===== src/wdcp_pkg.sv =====
/*
 * Shared constants of the watchdog control block: register offsets, bit positions,
 * reset values, prescaler limits and mode encodings.
 * Assumes a 32-bit Avalon-MM slave port with byte addresses and one word per register.
 */
`default_nettype none
package wdcp_pkg;
    // ************************************************
    // Register map (byte addresses)
    // ************************************************
    localparam logic [7:0] WDCP_ADDR_CONTROL  = 8'h00;
    localparam logic [7:0] WDCP_ADDR_CAUSE    = 8'h04;
    localparam logic [7:0] WDCP_ADDR_IRQ_STAT = 8'h08;
    localparam logic [7:0] WDCP_ADDR_IRQ_MASK = 8'h0C;
    localparam logic [7:0] WDCP_ADDR_COMMAND  = 8'h10;
    localparam logic [7:0] WDCP_ADDR_VECTOR   = 8'h14;

    // ************************************************
    // Field positions
    // ************************************************
    localparam int CTL_IRQ_FLAG   = 7;
    localparam int CTL_IRQ_EN     = 6;
    localparam int CTL_SEL_MSB    = 5;
    localparam int CTL_CHG_EN     = 4;
    localparam int CTL_SRE        = 3;
    localparam int CTL_SEL_LO_TOP = 2;
    localparam int CAUSE_WD_FLAG  = 3;
    localparam int IRQ_TIMEOUT    = 0;
    localparam int IRQ_WD_RESET   = 1;
    localparam int CMD_RESTART    = 0;
    localparam int CMD_VECTOR_ACK = 1;

    localparam int WDCP_IRQ_BITS = 2;

    // ************************************************
    // Reset values and timing
    // ************************************************
    localparam logic [3:0]  WDCP_SEL_RESET     = 4'h0;
    localparam logic [2:0]  WDCP_CHG_WINDOW    = 3'h4;
    localparam logic [15:0] WDCP_RESET_VECTOR  = 16'h0000;
    localparam logic [3:0]  WDCP_SEL_LAST      = 4'h9;
    localparam int          WDCP_BASE_CYCLES   = 2048;
    localparam int          WDCP_BASE_MS       = 16;
    localparam int          WDCP_CNT_W         = 21;

    typedef enum logic [1:0] {
        WDCP_STOPPED   = 2'b00,
        WDCP_IRQ_MODE  = 2'b01,
        WDCP_RST_MODE  = 2'b10,
        WDCP_BOTH_MODE = 2'b11
    } wdcp_mode_e;
endpackage : wdcp_pkg
`default_nettype wire


===== src/wdcp_tick_counter.sv =====
/*
 * Time-out counter of the watchdog: counts ticks of the watchdog oscillator and
 * flags a time-out after the number of ticks selected by the prescaler code.
 * Assumes tick is a one-cycle pulse already synchronised to sys_clk.
 */
`timescale 1ns/10ps
`default_nettype none
module wdcp_tick_counter
    import wdcp_pkg::*;
#(
    parameter int BASE_CYCLES = WDCP_BASE_CYCLES
) (
    input  wire logic       sys_clk,
    input  wire logic       reset_n,
    input  wire logic       tick,
    input  wire logic       run,
    input  wire logic       restart,
    input  wire logic [3:0] sel,
    output logic            timeout
);
    logic [WDCP_CNT_W-1:0] count;
    logic [WDCP_CNT_W-1:0] limit;
    logic [3:0]            sel_eff;

    // Reserved codes fall back to the longest period
    assign sel_eff = (sel > WDCP_SEL_LAST) ? WDCP_SEL_LAST : sel;
    assign limit   = WDCP_CNT_W'(BASE_CYCLES) << sel_eff;

    always_ff @(posedge sys_clk or negedge reset_n) begin
        if (!reset_n) begin
            count   <= '0;
            timeout <= 1'b0;
        end else begin
            timeout <= 1'b0;
            if (!run || restart) begin
                count <= '0;
            end else if (tick) begin
                // Shrinking the period below the count expires at the next tick
                if (count >= limit - WDCP_CNT_W'(1)) begin
                    count   <= '0;
                    timeout <= 1'b1;
                end else begin
                    count <= count + WDCP_CNT_W'(1);
                end
            end
        end
    end
endmodule : wdcp_tick_counter
`default_nettype wire


===== src/wdcp_top.sv =====
/*
 * Watchdog control block: protected control register, forced reset enable,
 * prescaled time-out on the watchdog oscillator, mode selection and interrupts.
 * Assumes an Avalon-MM master on sys_clk, a free-running watchdog oscillator pin,
 * a fuse strap level and a CPU pulse marking execution of the time-out vector.
 */
// What this block does
// - Clearing reset enable or changing prescaler only works while change enable set
// - Change enable clears itself four system clock cycles after being written one
// - Watchdog reset flag set forces reset enable to read and act as one
// - Prescaler select bit 3 sits at bit 5, bits 2..0 at bits 2..0
// - Codes 0 to 9 select 2048 cycles doubled per step, up to 1048576
// - Time-out counts watchdog oscillator cycles, 16ms nominal up to 8.2s
// - Watchdog reset restarts execution at shared reset vector address 0x0000
// - Unfused: enable bits select stopped, interrupt, reset, or interrupt-then-reset
// - Fuse programmed forces reset mode: reset enable one, interrupt enable zero
// - Time-out with interrupt enable sets interrupt flag; vector or write-one clears; combined clears enable
`timescale 1ns/10ps
`default_nettype none
module wdcp_top
    import wdcp_pkg::*;
#(
    parameter int BASE_CYCLES = WDCP_BASE_CYCLES
) (
    input  wire logic        sys_clk,
    input  wire logic        reset_n,
    input  wire logic [7:0]  avs_address,
    input  wire logic        avs_read,
    input  wire logic        avs_write,
    input  wire logic [31:0] avs_writedata,
    input  wire logic [3:0]  avs_byteenable,
    output logic      [31:0] avs_readdata,
    output logic             avs_waitrequest,
    input  wire logic        wd_osc,
    input  wire logic        always_on_fuse,
    input  wire logic        vector_taken,
    output logic             timeout_vector_req,
    output logic             wd_reset_req,
    output logic      [15:0] reset_vector_addr,
    output logic             irq
);
    // ************************************************
    // Input synchronisers
    // ************************************************
    logic osc_meta;
    logic osc_sync;
    logic osc_prev;
    logic fuse_meta;
    logic fuse_sync;
    logic osc_tick;

    always_ff @(posedge sys_clk or negedge reset_n) begin
        if (!reset_n) begin
            osc_meta <= 1'b0;
            osc_sync <= 1'b0;
            osc_prev <= 1'b0;
        end else begin
            osc_meta <= wd_osc;
            osc_sync <= osc_meta;
            osc_prev <= osc_sync;
        end
    end

    always_ff @(posedge sys_clk or negedge reset_n) begin
        if (!reset_n) begin
            fuse_meta <= 1'b0;
            fuse_sync <= 1'b0;
        end else begin
            fuse_meta <= always_on_fuse;
            fuse_sync <= fuse_meta;
        end
    end

    assign osc_tick = osc_sync & ~osc_prev;

    // ************************************************
    // Bus slave: one wait cycle, then the transfer completes
    // ************************************************
    logic       bus_req;
    logic       wr_take;
    logic       lane0;
    logic [7:0] wdata;

    assign bus_req = avs_read | avs_write;
    assign wr_take = avs_write & ~avs_waitrequest;
    assign lane0   = avs_byteenable[0];
    assign wdata   = avs_writedata[7:0];

    always_ff @(posedge sys_clk or negedge reset_n) begin
        if (!reset_n) begin
            avs_waitrequest <= 1'b1;
        end else if (bus_req && avs_waitrequest) begin
            avs_waitrequest <= 1'b0;
        end else begin
            avs_waitrequest <= 1'b1;
        end
    end

    logic wr_ctl;
    logic wr_cause;
    logic wr_stat;
    logic wr_mask;
    logic wr_cmd;

    assign wr_ctl   = wr_take && lane0 && avs_address == WDCP_ADDR_CONTROL;
    assign wr_cause = wr_take && lane0 && avs_address == WDCP_ADDR_CAUSE;
    assign wr_stat  = wr_take && lane0 && avs_address == WDCP_ADDR_IRQ_STAT;
    assign wr_mask  = wr_take && lane0 && avs_address == WDCP_ADDR_IRQ_MASK;
    assign wr_cmd   = wr_take && lane0 && avs_address == WDCP_ADDR_COMMAND;

    // ************************************************
    // Control register state
    // ************************************************
    logic       sre_stored;
    logic       irq_en_stored;
    logic [3:0] sel;
    logic       chg_en;
    logic [2:0] chg_count;
    logic       irq_flag;
    logic       wd_flag;
    logic       sre_eff;
    logic       irq_en_eff;
    logic [3:0] sel_written;
    logic       timeout;
    logic       vector_clear;
    logic       irq_set;
    logic       rst_fire;
    wdcp_mode_e mode;

    assign sel_written = {wdata[CTL_SEL_MSB], wdata[CTL_SEL_LO_TOP:0]};
    assign sre_eff     = sre_stored | wd_flag | fuse_sync;
    assign irq_en_eff  = irq_en_stored & ~fuse_sync;
    assign mode        = wdcp_mode_e'({sre_eff, irq_en_eff});

    // Change-enable window; a new write of one restarts it
    always_ff @(posedge sys_clk or negedge reset_n) begin
        if (!reset_n) begin
            chg_en    <= 1'b0;
            chg_count <= '0;
        end else if (wr_ctl && wdata[CTL_CHG_EN]) begin
            chg_en    <= 1'b1;
            chg_count <= WDCP_CHG_WINDOW;
        end else if (wr_ctl) begin
            chg_en    <= 1'b0;
            chg_count <= '0;
        end else if (chg_count > 3'h1) begin
            chg_count <= chg_count - 3'h1;
        end else begin
            chg_en    <= 1'b0;
            chg_count <= '0;
        end
    end

    // Setting reset enable is always allowed; clearing it needs the window
    always_ff @(posedge sys_clk or negedge reset_n) begin
        if (!reset_n) begin
            sre_stored <= 1'b0;
        end else if (wr_ctl && wdata[CTL_SRE]) begin
            sre_stored <= 1'b1;
        end else if (wr_ctl && chg_en) begin
            sre_stored <= 1'b0;
        end
    end

    always_ff @(posedge sys_clk or negedge reset_n) begin
        if (!reset_n) begin
            sel <= WDCP_SEL_RESET;
        end else if (wr_ctl && chg_en) begin
            sel <= sel_written;
        end
    end

    // Vector execution in combined mode drops to plain reset mode
    always_ff @(posedge sys_clk or negedge reset_n) begin
        if (!reset_n) begin
            irq_en_stored <= 1'b0;
        end else if (vector_clear && sre_eff) begin
            irq_en_stored <= 1'b0;
        end else if (wr_ctl) begin
            irq_en_stored <= wdata[CTL_IRQ_EN];
        end
    end

    assign vector_clear = vector_taken & timeout_vector_req;

    // ************************************************
    // Time-out handling per mode
    // ************************************************
    wdcp_tick_counter #(
        .BASE_CYCLES (BASE_CYCLES)
    ) u_counter (
        .sys_clk (sys_clk),
        .reset_n (reset_n),
        .tick    (osc_tick),
        .run     (mode != WDCP_STOPPED),
        .restart (wr_cmd && wdata[CMD_RESTART] || wd_reset_req),
        .sel     (sel),
        .timeout (timeout)
    );

    always_comb begin
        irq_set  = 1'b0;
        rst_fire = 1'b0;
        case (mode)
            WDCP_STOPPED: begin
                irq_set  = 1'b0;
            end
            WDCP_IRQ_MODE: begin
                irq_set  = timeout;
            end
            WDCP_RST_MODE: begin
                rst_fire = timeout;
            end
            WDCP_BOTH_MODE: begin
                // Second time-out with the vector still pending resets
                irq_set  = timeout & ~irq_flag;
                rst_fire = timeout & irq_flag;
            end
            default: begin
                irq_set  = 1'b0;
            end
        endcase
    end

    // Set wins over both clears
    always_ff @(posedge sys_clk or negedge reset_n) begin
        if (!reset_n) begin
            irq_flag <= 1'b0;
        end else if (irq_set) begin
            irq_flag <= 1'b1;
        end else if (vector_clear || (wr_ctl && wdata[CTL_IRQ_FLAG])) begin
            irq_flag <= 1'b0;
        end
    end

    always_ff @(posedge sys_clk or negedge reset_n) begin
        if (!reset_n) begin
            wd_flag <= 1'b0;
        end else if (rst_fire) begin
            wd_flag <= 1'b1;
        end else if (wr_cause && !wdata[CAUSE_WD_FLAG]) begin
            wd_flag <= 1'b0;
        end
    end

    // ************************************************
    // Reset request and vector
    // ************************************************
    always_ff @(posedge sys_clk or negedge reset_n) begin
        if (!reset_n) begin
            wd_reset_req      <= 1'b0;
            reset_vector_addr <= WDCP_RESET_VECTOR;
        end else begin
            wd_reset_req      <= rst_fire;
            reset_vector_addr <= WDCP_RESET_VECTOR;
        end
    end

    always_ff @(posedge sys_clk or negedge reset_n) begin
        if (!reset_n) begin
            timeout_vector_req <= 1'b0;
        end else begin
            timeout_vector_req <= (irq_flag | irq_set) & irq_en_eff & ~vector_clear;
        end
    end

    // ************************************************
    // Interrupt status and mask
    // ************************************************
    logic [WDCP_IRQ_BITS-1:0] irq_stat;
    logic [WDCP_IRQ_BITS-1:0] irq_mask;
    logic [WDCP_IRQ_BITS-1:0] irq_event;

    assign irq_event[IRQ_TIMEOUT]  = irq_set;
    assign irq_event[IRQ_WD_RESET] = rst_fire;

    generate
        for (genvar i = 0; i < WDCP_IRQ_BITS; i++) begin : g_stat
            always_ff @(posedge sys_clk or negedge reset_n) begin
                if (!reset_n) begin
                    irq_stat[i] <= 1'b0;
                end else if (irq_event[i]) begin
                    irq_stat[i] <= 1'b1;
                end else if (wr_stat && wdata[i]) begin
                    irq_stat[i] <= 1'b0;
                end
            end
        end
    endgenerate

    always_ff @(posedge sys_clk or negedge reset_n) begin
        if (!reset_n) begin
            irq_mask <= '0;
        end else if (wr_mask) begin
            irq_mask <= wdata[WDCP_IRQ_BITS-1:0];
        end
    end

    always_ff @(posedge sys_clk or negedge reset_n) begin
        if (!reset_n) begin
            irq <= 1'b0;
        end else begin
            irq <= |(irq_stat & irq_mask);
        end
    end

    // ************************************************
    // Read data, captured in the wait cycle
    // ************************************************
    logic [7:0] ctl_view;
    logic [7:0] next_rdata;

    always_comb begin
        ctl_view                 = '0;
        ctl_view[CTL_IRQ_FLAG]   = irq_flag;
        ctl_view[CTL_IRQ_EN]     = irq_en_eff;
        ctl_view[CTL_SEL_MSB]    = sel[3];
        ctl_view[CTL_CHG_EN]     = chg_en;
        ctl_view[CTL_SRE]        = sre_eff;
        ctl_view[CTL_SEL_LO_TOP:0] = sel[2:0];
    end

    always_comb begin
        next_rdata = '0;
        case (avs_address)
            WDCP_ADDR_CONTROL:  next_rdata = ctl_view;
            WDCP_ADDR_CAUSE:    next_rdata[CAUSE_WD_FLAG] = wd_flag;
            WDCP_ADDR_IRQ_STAT: next_rdata[WDCP_IRQ_BITS-1:0] = irq_stat;
            WDCP_ADDR_IRQ_MASK: next_rdata[WDCP_IRQ_BITS-1:0] = irq_mask;
            WDCP_ADDR_VECTOR:   next_rdata = reset_vector_addr[7:0];
            default:            next_rdata = '0;
        endcase
    end

    always_ff @(posedge sys_clk or negedge reset_n) begin
        if (!reset_n) begin
            avs_readdata <= '0;
        end else if (avs_read && avs_waitrequest) begin
            avs_readdata <= {24'h000000, next_rdata};
        end
    end
endmodule : wdcp_top
`default_nettype wire


===== config.mk =====
export PLATFORM = sky130hd
export DESIGN_NAME = wdcp_top
export DESIGN_NICKNAME = d
export VERILOG_FILES = /design/src/wdcp_pkg.sv /design/src/wdcp_tick_counter.sv /design/src/wdcp_top.sv
export SDC_FILE = /design/constraint.sdc
export NUM_CORES = 1
export LEC_CHECK = 0
export BUFFER_PORTS_ARGS = -buffer_cell sky130_fd_sc_hd__clkbuf_2
export CORE_UTILIZATION = 31
export DETAILED_ROUTE_END_ITERATION = 12
export GPL_ROUTABILITY_DRIVEN = 0
export GPL_TIMING_DRIVEN = 0
export HOLD_SLACK_MARGIN = 0.06
export SLEW_MARGIN = 20
export SYNTH_ARGS = -nofsm -noshare
export SYNTH_HDL_FRONTEND = slang
export SYNTH_HIERARCHICAL = 1
export SYNTH_SLANG_ARGS = --single-unit

===== constraint.sdc =====
create_clock -name sys_clk -period 8.6 [get_ports sys_clk]
set_clock_uncertainty 0.15 [all_clocks]
set_input_delay 0.43 -clock sys_clk [delete_from_list [all_inputs] [get_ports sys_clk]]
set_output_delay 0.43 -clock sys_clk [all_outputs]
set_load 0.05 [all_outputs]

==> out/qor.yml <==
clock_tree:
  path_clk_slew_ns: 0.10
  clk-insertion-delay-late_ns: 0.31
  cts-root-buf: "clkbuf_8"
  cts_htree_levels: 2
  cts_hold_buf: 3
  clock_sink_count: 55
  cts.repair_timing.setup_buffer_count: 0
  cts_buffers: 5
  ctsResizeCount: 0
  cts_tree: "done"
  clk_path_buf_depth: 2
floorplan:
  die_y_um: 108
  io_pins: 103
  num_rows: 38
  dieWidth_um: 108
  dieArea_um2: 11600
  core_area_um2: 10900
  initial_core_util: 0.319
synthesis:
  synth_seq_area_share: 0.396
  syn_area_per_cell_um2: 9.53
  synth_top_area_frac: 0.389
  synth_top_area_cell: "dfrtp_1"
  synthTopCellsByArea: "dfrtp_1 (39%), buf_4 (8.9%), ha_1 (5.0%)"
  syn_inst: 365
  synth_edf_count: 0
  ys_ff_latch: 55
  yosys.cell_types.count: 58
  async_reset_ff_frac: 1.00
  synth_ff_type: "dfrtp_1"
  syn_area_um2: 3480
  ys_warn_count: 6
power:
  power_frac_comb: 0.262
  p_int_mw: 0.395
  power.density_nw_per_um2: 145
  switching_power_mw: 0.201
  ir_worst_vdd_mv: 0.0758
  clock_power_share: 0.256
  pwr-share-seq: 0.482
  power.total_mw: 0.597
  p_leak_nw: 1.93
  switching_share: 0.338
global_routing:
  grt_overflow: 0
  grt_usage: 0.136
  grt_max_degree: 46
  antenna_found_initial: 0
  grt_pass1_vias: 2619
  grt_pass1_wl_um: 12600
route:
  finalWirelength_um: 7700
  num_vias: 2894
  dr.pass1.iters: 4
  wl_per_cell_um: 13.0
  drt_iter0_drc: 127
  ant_nets: 0
  viasPerCell: 4.90
  drc: 0
timing:
  hold_viol: 0
  setup_viol: 0
  final.period_utilization: 0.427
  worst_slew_pin_slew_ns: 0.938
  relSlewSlack: 0.369
  min_period_ns: 3.67
  drv_slew: 0
  fin_tns_setup_ns: 0
  rsz0062_at_grt: "no"
  timing.fmax_ghz: 0.273
cells_and_area:
  fillers: 1083
  fin_nets: 515
  multi_input_area_um2: 1810
  drive_above_1_share: 0.255
  antennaDiodeCount: 0
  layout.area.seq_um2: 1380
  layout-area-overhead-vs-synth_pct: 18.7
critical_path:
  critPathArrivalTime_ns: 3.75
  cp.required_ns: 8.68
  crit_fanout: 10
  worstPathCellList: "or2_2 > nand2b_1 > ha_1 > nor3_1 > a21o_1 > a32oi_1 > ha_1 > nand4_1 > nor3_1 > a31oi_1 > clkbuf_1 > nand3_1 > a31oi_1"
  path_buf_inv: 1
  crit_type: "reg2reg"
  crit_path_end_kind: "flop"
  critPathMaxStageDelay_ns: 0.55
  startpoint_type: "flop"
  timing.rr.start: "sel[1]"
  crit_family: "simple AND/OR/NAND/NOR gates"
  slowest_stage: "a31oi_1"
  worstSetupStartpoint: "sel[1]"
status:
  run_status: "finished clean"
worst_hold_path:
  hold_class: "in2reg"
  hp-start: "avs_write"
placement:
  port_buffers: 35
  hpwlAfterDp_um: 5760
flow_run:
  drv_cap: 0
==> kinds of logic (layout without fill, tap and decap cells) <==
family                   count (synthesis)  count (layout)  share of synthesized area
multiplexers                            11              11                     0.0338
flip-flops                              55              55                      0.396
AO/OA/AOI/OAI                           78              78                      0.154
AND/OR/NAND/NOR                        131             131                      0.234
XOR/XNOR                                 2               2                    0.00504
adder cells (fa/ha/maj)                 14              14                     0.0504
other                                    2              41                    0.00216
buffers and inverters                   72             119                      0.125
==> per-layer routing <==
metal	track usage	routed length, um
met4	0.0382	75
met5	0	0
met3	0.0291	377
met2	0.234	3760
met1	0.172	3490
==> synthesized netlist by cell type, types with 3 or more instances <==
cell and n:
dfrtp_1 54, buf_4 41, nand3_1 28, nand2_1 24
o21ai_0 18, inv_1 17, a31oi_1 16, ha_1 14
nor3_1 14, clkbuf_1 12, nand3b_1 10, a21oi_1 9
a22o_1 8, nand4_1 8, o211ai_1 8, nor2_1 7
mux2_2 6, nor4_1 6, mux2i_1 5, or2_2 5
o2111ai_1 4, nand2b_1 3, nor4_4 3, or3b_2 3
==> sequential cells by signal, summed over array words and instances (netlist names), 2 cells and up <==
signal,cells
irq_stat,2
avs_readdata,8
irq_mask,2
chg_count,3
u_counter/count,21
sel,4
==> power groups by stage <==
stage / Combinational (mW) / Clock [mW] / Sequential [mW]
3_3_place_gp: 0.150 / 0 / 0.292
2_1_floorplan: 0.120 / 0 / 0.294
3_5_place_dp: 0.155 / 0 / 0.293
5_1_grt: 0.171 / 0.168 / 0.291
4_1_cts: 0.156 / 0.160 / 0.288
6_report: 0.156 / 0.153 / 0.288
==> placed cells by master, fill, tap and decap left out, drive strengths merged, types with 3 or more instances in the layout <==
cell type     n
or4           3
inv          17
nand4         9
a21oi         9
dlygate4sd3   3
dfrtp        54
clkbuf       54
or2           5
nor2          7
conb         41
a31oi        16
nand2        24
o211ai        8
ha           14
o2111ai       4
nand2b        3
nor3         14
o21ai        18
or3           3
nand3b       10
buf          44
nand3        28
mux2          6
a22o          8
nor4         10
or3b          3
mux2i         5
==> layout make-up <==
cell class | instances | area share
Multi-Input combinational cell | 277 | 0.439
Timing Repair Buffer | 39 | 0.0570
Clock buffer | 7 | 0.0209
Buffer | 55 | 0.0894
Sequential cell | 55 | 0.334
Clock inverter | 1 | 0.00212
Inverter | 17 | 0.0155
Tap cell | 140 | 0.0424
==> per-stage QoR <==
stage                     area [um2]  hold WS, ns  instances  worst slack, ns  utilization
after floorplan                 3620      -0.0156        404             5.57            -
after detailed placement        4000        0.166        580             4.97        0.368
after global placement          3970        0.185        579             4.99        0.365
final                           4130        0.136        591             4.93        0.379
after CTS                       4130        0.131        591             4.94        0.379
after global routing            4130        0.143        591             4.65        0.379
==> worst paths after layout <==
kind | depth (start not counted) | end | slack, ns
worst max register to register | 13 | u_counter/count[11] | 4.93
worst min register to register | 0 | osc_sync | 0.21
worst max-delay path | 13 | u_counter/count[11] | 4.93
min in group asynchronous | 2 | avs_readdata[4] | 0.36
worst min-delay path | 2 | avs_waitrequest | 0.14
max in group asynchronous | 3 | u_counter/count[17] | 7.47
Power figures use the tool's default switching activity.
